--- src/hw/dstc_pkg.sv ---
// constants, types and helpers for the summer/winter conversion and time distribution block
package dstc_pkg;

  // =======================================================
  // timing
  localparam int unsigned CLK_PERIOD_NS = 25;
  localparam int unsigned SEC_NS        = 1_000_000_000;
  localparam int unsigned TICK_CYCLES   = SEC_NS / CLK_PERIOD_NS;

  // =======================================================
  // register offsets (byte addresses)
  localparam logic [7:0] OFF_CTRL   = 8'h00;
  localparam logic [7:0] OFF_USTART = 8'h04;
  localparam logic [7:0] OFF_UEND   = 8'h08;
  localparam logic [7:0] OFF_UOFF   = 8'h0C;
  localparam logic [7:0] OFF_TIME   = 8'h10;
  localparam logic [7:0] OFF_DATE   = 8'h14;
  localparam logic [7:0] OFF_STAT   = 8'h18;

  // field positions
  localparam int CTRL_MODE_LSB = 0;
  localparam int CTRL_SYNC_BIT = 4;
  localparam int MD_MON_LSB    = 0;
  localparam int MD_DAY_LSB    = 8;
  localparam int TIME_SEC_LSB  = 0;
  localparam int TIME_MIN_LSB  = 8;
  localparam int TIME_HOUR_LSB = 16;
  localparam int DATE_DAY_LSB  = 0;
  localparam int DATE_MON_LSB  = 8;
  localparam int DATE_YEAR_LSB = 16;
  localparam int DATE_WDAY_LSB = 24;
  localparam int STAT_SUM_BIT  = 0;
  localparam int STAT_OP_LSB   = 1;
  localparam int STAT_PEND_BIT = 3;

  // =======================================================
  // calendar limits and preset figures
  localparam logic [5:0]  SEC_MAX      = 6'h3B;
  localparam logic [5:0]  MIN_MAX      = 6'h3B;
  localparam logic [4:0]  HOUR_MAX     = 5'h17;
  localparam logic [3:0]  MON_MAX      = 4'hC;
  localparam logic [6:0]  YEAR_MAX     = 7'h63;
  localparam logic [2:0]  WDAY_MAX     = 3'h6;
  localparam logic [2:0]  WDAY_SUN     = 3'h0;
  localparam logic [10:0] MIN_PER_HOUR = 11'h03C;
  localparam logic [4:0]  HOUR_1       = 5'h01;
  localparam logic [4:0]  HOUR_2       = 5'h02;
  localparam logic [4:0]  HOUR_3       = 5'h03;
  localparam logic [3:0]  MON_MAR      = 4'h3;
  localparam logic [3:0]  MON_APR      = 4'h4;
  localparam logic [3:0]  MON_OCT      = 4'hA;
  localparam logic [3:0]  MON_NOV      = 4'hB;
  localparam logic [7:0]  STEP_STD     = 8'h3C;
  localparam logic [7:0]  UOFF_MAX     = 8'hB4;
  localparam logic [7:0]  UOFF_RST     = 8'h3C;

  typedef enum logic [3:0] {
    DST_OFF = 4'h0, DST_EU = 4'h1, DST_UK = 4'h2, DST_US_OLD = 4'h3, DST_US = 4'h4,
    DST_AU = 4'h5, DST_TAS = 4'h6, DST_NZ = 4'h7, DST_USER = 4'h8
  } dstc_mode_t;

  typedef enum logic [2:0] {
    WK_FIRST = 3'h0, WK_SECOND = 3'h1, WK_THIRD = 3'h2, WK_LAST = 3'h3, WK_DAY = 3'h4
  } dstc_week_t;

  typedef enum logic [1:0] {
    OP_RUN = 2'h0, OP_STOP = 2'h1, OP_BACKUP = 2'h2
  } dstc_op_t;

  typedef struct packed {
    logic [6:0] year;
    logic [3:0] month;
    logic [4:0] day;
    logic [2:0] wday;
    logic [4:0] hour;
    logic [5:0] min;
    logic [5:0] sec;
  } dstc_tod_t;

  typedef struct packed {
    logic [3:0] month;
    logic [4:0] day;
  } dstc_md_t;

  localparam dstc_tod_t TOD_RST = '{year: 7'h00, month: 4'h1, day: 5'h01, wday: 3'h6,
                                    hour: 5'h00, min: 6'h00, sec: 6'h00};
  localparam dstc_mode_t MODE_RST = DST_OFF;
  localparam dstc_md_t   UMD_RST  = '{month: 4'h1, day: 5'h01};

  // year counts from 2000, so every fourth year is a leap year
  function automatic logic [4:0] dstc_dim(input logic [3:0] mon, input logic [6:0] year);
    case (mon)
      4'h2:                      dstc_dim = (year[1:0] == 2'b00) ? 5'h1D : 5'h1C;
      4'h4, 4'h6, 4'h9, 4'hB:    dstc_dim = 5'h1E;
      default:                   dstc_dim = 5'h1F;
    endcase
  endfunction

endpackage

--- src/hw/dstc_top.sv ---
// summer/winter time conversion, running clock and time-of-day distribution with APB registers
//
// Decided for this implementation: the address map and the APB slave port.
`timescale 1ns/1ps
module dstc_top #(
  parameter int unsigned TICK_CYCLES = dstc_pkg::TICK_CYCLES
) (
  input  wire  logic                pclk,
  input  wire  logic                presetn,
  input  wire  logic                psel,
  input  wire  logic                penable,
  input  wire  logic                pwrite,
  input  wire  logic [7:0]          paddr,
  input  wire  logic [31:0]         pwdata,
  output logic [31:0]               prdata,
  output logic                      pready,
  output logic                      pslverr,
  input  wire  dstc_pkg::dstc_op_t  op_mode,
  input  wire  logic                sync_valid,
  input  wire  dstc_pkg::dstc_tod_t sync_tod,
  output logic                      tod_valid,
  input  wire  logic                tod_ready,
  output dstc_pkg::dstc_tod_t       tod_out,
  output logic                      summer
);

  localparam int CW = $clog2(TICK_CYCLES);

  dstc_pkg::dstc_mode_t mode_r;
  dstc_pkg::dstc_md_t   ustart_r, uend_r;
  dstc_pkg::dstc_tod_t  tod_r, nxt;
  logic [7:0]           uoff_r;
  logic                 sync_en_r, summer_r, pend_r;
  logic [CW-1:0]        cnt_r;
  logic [31:0]          prdata_r, rd_mux;
  logic                 tick, run_ok, day_end, hit_ok, hour_roll;
  logic                 acc, wr, setup, fwd_fire, bwd_fire, set_time, set_date, load_sync;
  logic                 start_hit, end_hit;
  logic [4:0]           start_hour, end_hour;
  logic [7:0]           step;
  logic [10:0]          mod_fwd, mod_bwd;

  // =======================================================
  // APB slave: zero wait states, read data captured in setup
  assign acc    = psel && penable;
  assign wr     = acc && pwrite;
  assign setup  = psel && !penable;
  assign pready = 1'b1;
  assign prdata = prdata_r;

  always_comb begin
    hit_ok = 1'b1;
    rd_mux = 32'h0000_0000;
    case (paddr)
      dstc_pkg::OFF_CTRL: begin
        rd_mux[dstc_pkg::CTRL_MODE_LSB +: 4] = mode_r;
        rd_mux[dstc_pkg::CTRL_SYNC_BIT]      = sync_en_r;
      end
      dstc_pkg::OFF_USTART: begin
        rd_mux[dstc_pkg::MD_MON_LSB +: 4] = ustart_r.month;
        rd_mux[dstc_pkg::MD_DAY_LSB +: 5] = ustart_r.day;
      end
      dstc_pkg::OFF_UEND: begin
        rd_mux[dstc_pkg::MD_MON_LSB +: 4] = uend_r.month;
        rd_mux[dstc_pkg::MD_DAY_LSB +: 5] = uend_r.day;
      end
      dstc_pkg::OFF_UOFF: rd_mux[7:0] = uoff_r;
      dstc_pkg::OFF_TIME: begin
        rd_mux[dstc_pkg::TIME_SEC_LSB +: 6]  = tod_r.sec;
        rd_mux[dstc_pkg::TIME_MIN_LSB +: 6]  = tod_r.min;
        rd_mux[dstc_pkg::TIME_HOUR_LSB +: 5] = tod_r.hour;
      end
      dstc_pkg::OFF_DATE: begin
        rd_mux[dstc_pkg::DATE_DAY_LSB +: 5]  = tod_r.day;
        rd_mux[dstc_pkg::DATE_MON_LSB +: 4]  = tod_r.month;
        rd_mux[dstc_pkg::DATE_YEAR_LSB +: 7] = tod_r.year;
        rd_mux[dstc_pkg::DATE_WDAY_LSB +: 3] = tod_r.wday;
      end
      dstc_pkg::OFF_STAT: begin
        rd_mux[dstc_pkg::STAT_SUM_BIT]     = summer_r;
        rd_mux[dstc_pkg::STAT_OP_LSB +: 2] = op_mode;
        rd_mux[dstc_pkg::STAT_PEND_BIT]    = pend_r;
      end
      default: hit_ok = 1'b0;
    endcase
  end

  assign pslverr = acc && !hit_ok;

  always_ff @(posedge pclk or negedge presetn) begin
    if (!presetn) begin
      prdata_r <= 32'h0000_0000;
    end else if (setup && !pwrite) begin
      prdata_r <= rd_mux;
    end
  end

  // =======================================================
  // configuration registers
  always_ff @(posedge pclk or negedge presetn) begin
    if (!presetn) begin
      mode_r    <= dstc_pkg::MODE_RST;
      sync_en_r <= 1'b0;
    end else if (wr && paddr == dstc_pkg::OFF_CTRL) begin
      // undefined rule codes fall back to off rather than to a guess
      if (pwdata[dstc_pkg::CTRL_MODE_LSB +: 4] > dstc_pkg::DST_USER) begin
        mode_r <= dstc_pkg::DST_OFF;
      end else begin
        mode_r <= dstc_pkg::dstc_mode_t'(pwdata[dstc_pkg::CTRL_MODE_LSB +: 4]);
      end
      sync_en_r <= pwdata[dstc_pkg::CTRL_SYNC_BIT];
    end
  end

  always_ff @(posedge pclk or negedge presetn) begin
    if (!presetn) begin
      ustart_r <= dstc_pkg::UMD_RST;
      uend_r   <= dstc_pkg::UMD_RST;
      uoff_r   <= dstc_pkg::UOFF_RST;
    end else if (wr) begin
      if (paddr == dstc_pkg::OFF_USTART) begin
        ustart_r.month <= pwdata[dstc_pkg::MD_MON_LSB +: 4];
        ustart_r.day   <= pwdata[dstc_pkg::MD_DAY_LSB +: 5];
      end
      if (paddr == dstc_pkg::OFF_UEND) begin
        uend_r.month <= pwdata[dstc_pkg::MD_MON_LSB +: 4];
        uend_r.day   <= pwdata[dstc_pkg::MD_DAY_LSB +: 5];
      end
      // an offset beyond the range is dropped, the old value stays
      if (paddr == dstc_pkg::OFF_UOFF && pwdata[31:0] <= {24'h00_0000, dstc_pkg::UOFF_MAX}) begin
        uoff_r <= pwdata[7:0];
      end
    end
  end

  // =======================================================
  // seconds prescaler
  always_ff @(posedge pclk or negedge presetn) begin
    if (!presetn) begin
      cnt_r <= '0;
    end else if (cnt_r == CW'(TICK_CYCLES - 1)) begin
      cnt_r <= '0;
    end else begin
      cnt_r <= cnt_r + CW'(1);
    end
  end

  assign tick = (cnt_r == CW'(TICK_CYCLES - 1));

  // =======================================================
  // next second of the running clock
  always_comb begin
    nxt     = tod_r;
    day_end = 1'b0;
    if (tod_r.sec != dstc_pkg::SEC_MAX) begin
      nxt.sec = tod_r.sec + 6'h01;
    end else begin
      nxt.sec = 6'h00;
      if (tod_r.min != dstc_pkg::MIN_MAX) begin
        nxt.min = tod_r.min + 6'h01;
      end else begin
        nxt.min = 6'h00;
        if (tod_r.hour != dstc_pkg::HOUR_MAX) begin
          nxt.hour = tod_r.hour + 5'h01;
        end else begin
          nxt.hour = 5'h00;
          day_end  = 1'b1;
        end
      end
    end
    if (day_end) begin
      nxt.wday = (tod_r.wday == dstc_pkg::WDAY_MAX) ? 3'h0 : tod_r.wday + 3'h1;
      if (tod_r.day != dstc_pkg::dstc_dim(tod_r.month, tod_r.year)) begin
        nxt.day = tod_r.day + 5'h01;
      end else begin
        nxt.day = 5'h01;
        if (tod_r.month != dstc_pkg::MON_MAX) begin
          nxt.month = tod_r.month + 4'h1;
        end else begin
          nxt.month = 4'h1;
          nxt.year  = (tod_r.year == dstc_pkg::YEAR_MAX) ? 7'h00 : tod_r.year + 7'h01;
        end
      end
    end
  end

  // =======================================================
  // conversion
  dstc_rule_sel u_rule (
    .mode       (mode_r),
    .ustart     (ustart_r),
    .uend       (uend_r),
    .uoff       (uoff_r),
    .now        (tod_r),
    .start_hit  (start_hit),
    .end_hit    (end_hit),
    .start_hour (start_hour),
    .end_hour   (end_hour),
    .step       (step)
  );

  assign run_ok  = (op_mode == dstc_pkg::OP_RUN) || (op_mode == dstc_pkg::OP_STOP);
  assign mod_fwd = 11'(start_hour) * dstc_pkg::MIN_PER_HOUR + 11'(step);
  assign mod_bwd = 11'(end_hour) * dstc_pkg::MIN_PER_HOUR - 11'(step);

  // the summer flag is what stops the repeated hour from stepping back twice
  assign fwd_fire = tick && run_ok && start_hit && !summer_r && nxt.hour == start_hour &&
                    nxt.min == 6'h00 && nxt.sec == 6'h00;
  assign bwd_fire = tick && run_ok && end_hit && summer_r && nxt.hour == end_hour &&
                    nxt.min == 6'h00 && nxt.sec == 6'h00;

  assign set_time  = wr && paddr == dstc_pkg::OFF_TIME;
  assign set_date  = wr && paddr == dstc_pkg::OFF_DATE;
  assign load_sync = sync_valid && sync_en_r && !set_time && !set_date;

  // bus writes win over a module sync, which wins over the running second
  always_ff @(posedge pclk or negedge presetn) begin
    if (!presetn) begin
      tod_r <= dstc_pkg::TOD_RST;
    end else if (set_time || set_date) begin
      if (set_time) begin
        tod_r.sec  <= pwdata[dstc_pkg::TIME_SEC_LSB +: 6];
        tod_r.min  <= pwdata[dstc_pkg::TIME_MIN_LSB +: 6];
        tod_r.hour <= pwdata[dstc_pkg::TIME_HOUR_LSB +: 5];
      end
      if (set_date) begin
        tod_r.day   <= pwdata[dstc_pkg::DATE_DAY_LSB +: 5];
        tod_r.month <= pwdata[dstc_pkg::DATE_MON_LSB +: 4];
        tod_r.year  <= pwdata[dstc_pkg::DATE_YEAR_LSB +: 7];
        tod_r.wday  <= pwdata[dstc_pkg::DATE_WDAY_LSB +: 3];
      end
    end else if (load_sync) begin
      tod_r <= sync_tod;
    end else if (fwd_fire) begin
      tod_r.sec  <= 6'h00;
      tod_r.hour <= 5'(mod_fwd / dstc_pkg::MIN_PER_HOUR);
      tod_r.min  <= 6'(mod_fwd % dstc_pkg::MIN_PER_HOUR);
    end else if (bwd_fire) begin
      tod_r.sec  <= 6'h00;
      tod_r.hour <= 5'(mod_bwd / dstc_pkg::MIN_PER_HOUR);
      tod_r.min  <= 6'(mod_bwd % dstc_pkg::MIN_PER_HOUR);
    end else if (tick) begin
      tod_r <= nxt;
    end
  end

  always_ff @(posedge pclk or negedge presetn) begin
    if (!presetn) begin
      summer_r <= 1'b0;
    end else if (fwd_fire && !set_time && !set_date && !load_sync) begin
      summer_r <= 1'b1;
    end else if (bwd_fire && !set_time && !set_date && !load_sync) begin
      summer_r <= 1'b0;
    end else if (mode_r == dstc_pkg::DST_OFF) begin
      summer_r <= 1'b0;
    end
  end

  assign summer = summer_r;

  // =======================================================
  // time-of-day distribution to expansion modules
  assign hour_roll = tick && run_ok && nxt.min == 6'h00 && nxt.sec == 6'h00;

  // pending starts set so the first send follows power-up; a new event beats the ack
  always_ff @(posedge pclk or negedge presetn) begin
    if (!presetn) begin
      pend_r <= 1'b1;
    end else if (hour_roll || fwd_fire || bwd_fire || set_time || set_date || load_sync) begin
      pend_r <= 1'b1;
    end else if (tod_ready) begin
      pend_r <= 1'b0;
    end
  end

  assign tod_valid = pend_r;
  assign tod_out   = tod_r;

  logic first_r;
  always_ff @(posedge pclk or negedge presetn) begin
    if (!presetn) begin
      first_r <= 1'b1;
    end else begin
      first_r <= 1'b0;
    end
  end
endmodule // dstc_top

--- src/hw/dstc_rule_sel.sv ---
// selects the active conversion rule and matches today's date against it
`timescale 1ns/1ps
module dstc_rule_sel (
  input  dstc_pkg::dstc_mode_t mode,
  input  dstc_pkg::dstc_md_t   ustart,
  input  dstc_pkg::dstc_md_t   uend,
  input  logic [7:0]           uoff,
  input  dstc_pkg::dstc_tod_t  now,
  output logic                 start_hit,
  output logic                 end_hit,
  output logic [4:0]           start_hour,
  output logic [4:0]           end_hour,
  output logic [7:0]           step
);

  dstc_pkg::dstc_week_t ssel, esel;
  logic [3:0]           smon, emon;
  logic [4:0]           dim;

  // =======================================================
  // rule table
  always_comb begin
    ssel       = dstc_pkg::WK_LAST;
    esel       = dstc_pkg::WK_LAST;
    smon       = dstc_pkg::MON_MAR;
    emon       = dstc_pkg::MON_OCT;
    start_hour = dstc_pkg::HOUR_2;
    end_hour   = dstc_pkg::HOUR_3;
    step       = dstc_pkg::STEP_STD;
    case (mode)
      dstc_pkg::DST_EU: begin
      end
      dstc_pkg::DST_UK: begin
        start_hour = dstc_pkg::HOUR_1;
        end_hour   = dstc_pkg::HOUR_2;
      end
      dstc_pkg::DST_US_OLD: begin
        ssel     = dstc_pkg::WK_FIRST;
        smon     = dstc_pkg::MON_APR;
        end_hour = dstc_pkg::HOUR_2;
      end
      dstc_pkg::DST_US: begin
        ssel     = dstc_pkg::WK_SECOND;
        esel     = dstc_pkg::WK_FIRST;
        emon     = dstc_pkg::MON_NOV;
        end_hour = dstc_pkg::HOUR_2;
      end
      dstc_pkg::DST_AU: begin
        smon = dstc_pkg::MON_OCT;
        emon = dstc_pkg::MON_MAR;
      end
      dstc_pkg::DST_TAS: begin
        ssel = dstc_pkg::WK_FIRST;
        smon = dstc_pkg::MON_OCT;
        emon = dstc_pkg::MON_MAR;
      end
      dstc_pkg::DST_NZ: begin
        ssel = dstc_pkg::WK_FIRST;
        esel = dstc_pkg::WK_THIRD;
        smon = dstc_pkg::MON_OCT;
        emon = dstc_pkg::MON_MAR;
      end
      dstc_pkg::DST_USER: begin
        ssel = dstc_pkg::WK_DAY;
        esel = dstc_pkg::WK_DAY;
        smon = ustart.month;
        emon = uend.month;
        step = uoff;
      end
      default: begin
      end
    endcase
  end

  // =======================================================
  // date match
  function automatic logic week_ok(input dstc_pkg::dstc_week_t sel, input logic [4:0] day,
                                   input logic [4:0] udays, input logic [4:0] mdays,
                                   input logic [2:0] wday);
    logic sun;
    sun = (wday == dstc_pkg::WDAY_SUN);
    case (sel)
      dstc_pkg::WK_FIRST:  week_ok = sun && (day <= 5'h07);
      dstc_pkg::WK_SECOND: week_ok = sun && (day >= 5'h08) && (day <= 5'h0E);
      dstc_pkg::WK_THIRD:  week_ok = sun && (day >= 5'h0F) && (day <= 5'h15);
      dstc_pkg::WK_LAST:   week_ok = sun && ({1'b0, day} + 6'h07 > {1'b0, mdays});
      dstc_pkg::WK_DAY:    week_ok = (day == udays);
      default:             week_ok = 1'b0;
    endcase
  endfunction

  assign dim       = dstc_pkg::dstc_dim(now.month, now.year);
  assign start_hit = (mode != dstc_pkg::DST_OFF) && (now.month == smon) &&
                     week_ok(ssel, now.day, ustart.day, dim, now.wday);
  assign end_hit   = (mode != dstc_pkg::DST_OFF) && (now.month == emon) &&
                     week_ok(esel, now.day, uend.day, dim, now.wday);

endmodule // dstc_rule_sel

--- config.mk ---
export PLATFORM = sky130hd
export DESIGN_NAME = dstc_top
export DESIGN_NICKNAME = d
export VERILOG_FILES = /design/src/hw/dstc_pkg.sv /design/src/hw/dstc_top.sv /design/src/hw/dstc_rule_sel.sv
export SDC_FILE = /design/constraint.sdc
export NUM_CORES = 1
export LEC_CHECK = 0
export BUFFER_PORTS_ARGS = -buffer_cell sky130_fd_sc_hd__buf_2
export CORE_MARGIN = 4
export CORE_UTILIZATION = 54
export DETAILED_ROUTE_END_ITERATION = 6
export MAX_ROUTING_LAYER = met4
export PLACE_DENSITY = 0.79
export SYNTH_ARGS = -nofsm -noshare
export SYNTH_HDL_FRONTEND = slang
export SYNTH_HIERARCHICAL = 1
export SYNTH_SLANG_ARGS = --single-unit
--- constraint.sdc ---
create_clock -name pclk -period 5.98 [get_ports pclk]
set_input_delay 0.299 -clock pclk [delete_from_list [all_inputs] [get_ports pclk]]
set_output_delay 0.299 -clock pclk [all_outputs]
set_load 0.02 [all_outputs]
### Word-level counts from Yosys, hierarchy flattened

Index checks and enable logic that the tools add are counted.

* flip-flop bits (word level): 119
* input port bits: 85
* output and inout bits: 72
* logic and storage cells: 226

* add/sub/neg operators: 11
* multipliers: 2
* divide/modulo/power cells: 4
* magnitude comparators: 8
* eq/ne operators: 47
* multiplexer cells: 54
* reduce and logical (&&, ||, !) cells: 82

Operators with widths (number)
* $mux W36: 3
* $mux W19: 4
* $mux W17: 3
* $logic_and A1 B1 Y1: 41
* $le A32 B8 Y1 const B: 1
* $pmux W4 S7: 1
* $add A26 B1 Y26 const B: 1
* $eq A26 B26 Y1 const B: 1
* $mux W26: 1
* $eq A4 B3 Y1 const B: 6
* $eq A8 B5 Y1 const B: 3
* $pmux W4 S3: 2
* $div A11 B6 Y11 const B: 2
* $mod A11 B6 Y11 const B: 2
* $mux W11: 2
* $eq A5 B5 Y1: 4
* $mux W5: 4
* $pmux W5 S2: 2
* $mul A5 B4 Y9 const B: 2
* $pmux W3 S3: 2
* $eq A8 B4 Y1 const B: 2
* $pmux W4 S4: 1
* $mux W7: 2
* $add A6 B1 Y6 const B: 2
* 57 further kinds: 114

### Longest topological paths before layout

* depth in word-level cells: 18
* mapped depth: 28
* depth with buffers taken out: 26

### Cells and area by module

Netlist, hierarchy kept.

Modules (own cells, without submodules)
* dstc_top: instances 1, cells each 1276, area each 10684.0 um2
* dstc_rule_sel: instances 1, cells each 126, area each 888.4 um2

### Worst setup path before layout

Ideal clock, no wire load.

* path kind: register -> register
* from: register mode_r[1]
* to: register tod_r, in the netlist tod_out[8]
* library setup time: 0.126 ns
* arrival: 6.115 ns
* data required time: 5.854 ns
* path slack: -0.261 ns
* stages on the path, launching flop included: 26
* buffers on the path: 3
* clock period less this slack: 6.241 ns
* path through: dfrtp_1 buf_4 nor2_1 buf_2 mux2_2 nand2_1 fa_1 inv_1 fa_1 fa_1 inv_1 ha_1 clkbuf_1 nor2b_1 o41a_1 nor3_2 xor2_2 maj3_2 o22ai_1 mux2_2 a211oi_1 a211o_1 nor3b_1 a21oi_1 o31ai_1 o32a_1

* elaborated cells between the ends (all ways): 60
* classes of those cells: add/sub (2); mul (2); div (2); eq/ne (19); mux (13); reduce/logical (22)

RTL lines
* start: declaration: line dstc_top.sv:29 `dstc_pkg::dstc_mode_t mode_r;`
* start signal: assignment: line dstc_top.sv:102 `mode_r <= dstc_pkg::MODE_RST;`
* start signal: assignment: line dstc_top.sv:107 `mode_r <= dstc_pkg::DST_OFF;`
* start signal: assignment: line dstc_top.sv:109 `mode_r <= dstc_pkg::dstc_mode_t'(pwdata[dstc_pkg::CTRL_MODE_LSB +: 4]);`
* $eq A4 B2 Y1 or $eq A4 B3 Y1 (tied branches): line dstc_rule_sel.sv:30 `case (mode)`
* $reduce_or A3 Y1 (no line) (*)
* $mux W1 (*): line dstc_rule_sel.sv:30
* net end_hour[0]: line dstc_top.sv:39 `logic [4:0] start_hour, end_hour;`
* branches (longest 8 deep; another with $sub A11 B8 Y11)
* end signal: assignment: line dstc_top.sv:219 `tod_r <= dstc_pkg::TOD_RST;`
* end signal: assignment: line dstc_top.sv:233 `tod_r <= sync_tod;`
* end signal: assignment: line dstc_top.sv:243 `tod_r <= nxt;`
* end: declaration: line dstc_top.sv:31 `dstc_pkg::dstc_tod_t tod_r, nxt;`

Mark *: on every way through the listed nets, which the timed path passes.
A chain may end at the register's enable or synchronous reset.

### Final worst setup path

* from: register mode_r[2]
* to: register tod_r, in the netlist tod_out[8]

* elaborated cells between the ends (all ways): 60
* classes of those cells: add/sub (2); mul (2); div (2); eq/ne (19); mux (13); reduce/logical (22)

RTL lines (line)
* $eq A4 B2 Y1 (*): dstc_rule_sel.sv:30
* $mux W2 (*): dstc_rule_sel.sv:30
* net start_hour[1]: dstc_top.sv:39
* branches (longest 7 deep; another with $add A11 B8 Y11)

Marked as above.

==> metrics.yaml <==
worstPathCellList: "buf_6, nor2_4, nand3_4, buf_6, fa_1, inv_2, fa_2, fa_2, xnor2_2, ha_1, nand3_4, o221a_4, o21ba_4, nor3_4, a211oi_4, nor4_4, or2_4, o41ai_4, a2111o_1, a22o_4, o211ai_1, and3_1, o31ai_1, o32a_1"
vias: 12100
finalSetupViolCount: 3
cts_tree: "done"
overflow: 0
path_class: "reg2reg"
synth_area_sq_um: 11600
grt_pass1_vias: 11200
ys_types: 108
clock_path_buffers: 2
tightest_slew_ns: 1.14
hold_class: "in2reg"
cp-end-kind: "register"
portBuffers: 147
internal_power_mw: 2.88
maxSlewViolCount: 0
cts_htree_levels: 4
violations: "setup timing"
final_nets: 1729
clkPwrFrac_pct: 19.7
critical_path_buf_inv_count: 3
hold_viol: 0
holdWs_ns: 0.171
numCtsBuffers: 17
dp_hpwl_um: 28400
tns_ns: -0.123
yosys_warnings: 6
cp.required_ns: 6.29
rows: 53
relSlewSlack_pct: 23.6
rrSetupSlack_ns: -0.07
synthArstFlopShare_pct: 100
seq_area_frac_synth_pct: 25.9
vdd.ir_drop.worst_v: 0.000317
combPwrFrac_pct: 62.7
power_density_nw_per_um2: 375
avgSynthCellArea_sq_um: 8.25
fp.dieH_um: 154
max-cap-violations: 0
max_stage_delay_ns: 0.53
worstSkewPairLatency_ns: 0.42
netlist_instances: 1402
synth-edff-count: 0
io_pins: 157
antenna_found_initial: 1
path_max_fanout: 5
vias_per_cell: 6.47
post_layout_nonfiller_instances: 1864
final_core_util_pct: 66.5
cts_sinks: 119
wire_per_inst_um: 21.1
pwr-share-seq_pct: 17.6
grt_first_pass_wirelength_um: 59700
clockRootBuffer: "clkbuf_16"
areaGrowthSynthToFinish_pct: 20.8
gp_congestion: 1.02
drtAntennaViolNets: 0
max_freq_mhz: 165
cp_data_arrival_time_ns: 6.36
drt_wl_total_um: 39300
ys_seq_elements: 119
rsz0062_at_grt: "yes"
coreArea_sq_um: 21000
swShare_pct: 45.1
start_util_pct: 55.1
grt_usage_pct: 31.8
slowest_stage: "fa_1"
period_share_pct: 101
path_delay_family: "compound AO/OA/AOI/OAI gates"
postLayoutSetupSlackWorst_ns: -0.0721
p_switching_mw: 2.36
placed_cells: 1796
period_needed_ns: 6.05
skew_ns: 0.00978
status: "finished, violations left"
place_ws_ns: -0.167
cts.clk_slew.worst_paths_ns: 0.06
drc: 0
grt_max_degree: 70
die_x_um: 154
drtIter0Drc: 1402
p_leak_nw: 6.22
die_area_sq_um: 23800
drive_above_1_share_pct: 27.1
start_kind: "register"
ys.flop_type: "dfrtp_1"
drtPass1Iterations: 6
[power by group through the flow]
stage / Clock, mW / Combinational, mW / Sequential (mW)
finish: 1.03 / 3.29 / 0.921
global route: 1.07 / 3.53 / 0.925
CTS: 1.03 / 2.65 / 0.917
detailed placement: 0 / 2.49 / 0.932
global placement: 0 / 2.45 / 0.932
floorplan: 0 / 1.89 / 0.919
[area by class of cell]
cell class                 count  area, sq um
multi-input combinational   1142         8460
fill                        1679         7040
sequential                   119         3000
timing repair buffer         225         1340
clock buffer                  17          425
tap                          275          344
inverter                      70          263
clock inverter                15          158
antenna                        1         2.50
[what timing repair did]
item / in CTS / in global routing
hold buffers: 1 / 0
buffers inserted: 5 / 27
setup endpoints to repair: 4 / 7
gates resized for setup: 19 / 79
endpoints found under the hold margin: 50 / 0
pin swaps: 10 / 49
gates cloned: 1 / 1
[cell usage after synthesis (13+ instances only)]
cell type / number / area share [%]
nand2_1: 138 / 4.5
dfrtp_1: 106 / 23
nor2_1: 106 / 3.4
o21ai_0: 92 / 4.0
a21oi_1: 84 / 3.6
inv_1: 70 / 2.3
xnor2_1: 59 / 4.5
ha_1: 54 / 5.8
nand3_1: 54 / 2.3
clkbuf_1: 48 / 1.6
mux2_2: 37 / 3.6
xor2_1: 33 / 2.5
nor3_1: 27 / 1.2
mux2i_1: 21 / 1.8
nand4_1: 20 / 1.1
a211oi_1: 19 / 1.2
o31ai_1: 19 / 1.2
buf_4: 18 / 1.2
a21o_1: 16 / 1.0
a31oi_1: 15 / 0.81
and3_1: 15 / 0.81
fa_1: 15 / 2.6
nor2b_1: 15 / 0.81
o211ai_1: 15 / 0.97
and2_1: 14 / 0.76
dfstp_2: 13 / 3.0
nor4_1: 13 / 0.70
[registers in the layout, indices dropped and copies added (netlist names)]
register / count
tod_out: 36
cnt_r: 26
prdata: 24
uend_r: 9
ustart_r: 9
uoff_r: 8
mode_r: 4
summer: 1
sync_en_r: 1
tod_valid: 1
[metal layers]
metal  vias up  share of wire (%)  global-route usage [%]
met5         -                  0                       -
met4         0                3.4                    9.63
met3       122                 11                    8.23
met2       704                 45                    47.4
met1      5773                 40                    42.7
li1       5460                  -                       -
[cells by family after synthesis]
logic type      share of synthesized area (%)
simple gates                             22.8
compound gates                           23.9
buf+inv                                  5.88
flops                                    25.9
xor+xnor                                 7.24
fa+ha+maj                                8.62
mux                                      5.54
other cells                             0.130
[per-stage QoR]
step           instance area, sq um  power (mW)
2_1_floorplan                 11700        2.81
3_3_place_gp                  12700        3.38
3_5_place_dp                  12700        3.42
4_1_cts                       13400        4.60
5_1_grt                       14000        5.53
6_report                      14000        5.24
[placed cells by master (no fill, tap or decap), types with 20 or more instances in the layout]
master,netlist,layout
o21ai_0,92,88
xnor2_1,59,54
a21oi_1,84,78
nor2_1,106,96
nand4_1,20,20
nand2_1,138,136
mux2_2,37,35
inv_1,70,63
dfrtp_1,106,105
xor2_1,33,33
nor3_1,27,27
nand3_1,54,48
buf_2,11,146
buf_4,18,74
ha_1,54,49
[worst register-to-register path, stage by stage (launching register included)]
cell      delay (ns)
dfrtp_1         0.39
buf_6           0.13
nor2_4          0.09
nand3_4         0.11
buf_6           0.14
fa_1            0.53
inv_2           0.06
fa_2            0.50
fa_2            0.43
xnor2_2         0.14
ha_1            0.38
nand3_4         0.10
o221a_4         0.30
o21ba_4         0.23
nor3_4          0.22
a211oi_4        0.09
nor4_4          0.37
or2_4           0.21
o41ai_4         0.07
a2111o_1        0.47
a22o_4          0.27
o211ai_1        0.09
and3_1          0.17
o31ai_1         0.07
o32a_1          0.36
[worst paths after layout]
check / end / from / depth (start not counted)
min in group asynchronous: cnt_r[10]$_DFF_PN0_ / presetn / 2
min reg2reg: prdata[19]$_DFFE_PN0P_ / prdata[19]$_DFFE_PN0P_ / 2
max in group asynchronous: mode_r[0]$_DFFE_PN0P_ / presetn / 3
min: tod_out[16]$_DFFE_PN0P_ / sync_tod[16] / 3
max reg2reg: tod_out[8]$_DFFE_PN0P_ / mode_r[2]$_DFFE_PN0P_ / 24
max: tod_out[8]$_DFFE_PN0P_ / mode_r[2]$_DFFE_PN0P_ / 24
(Power assumes the default switching activity.)
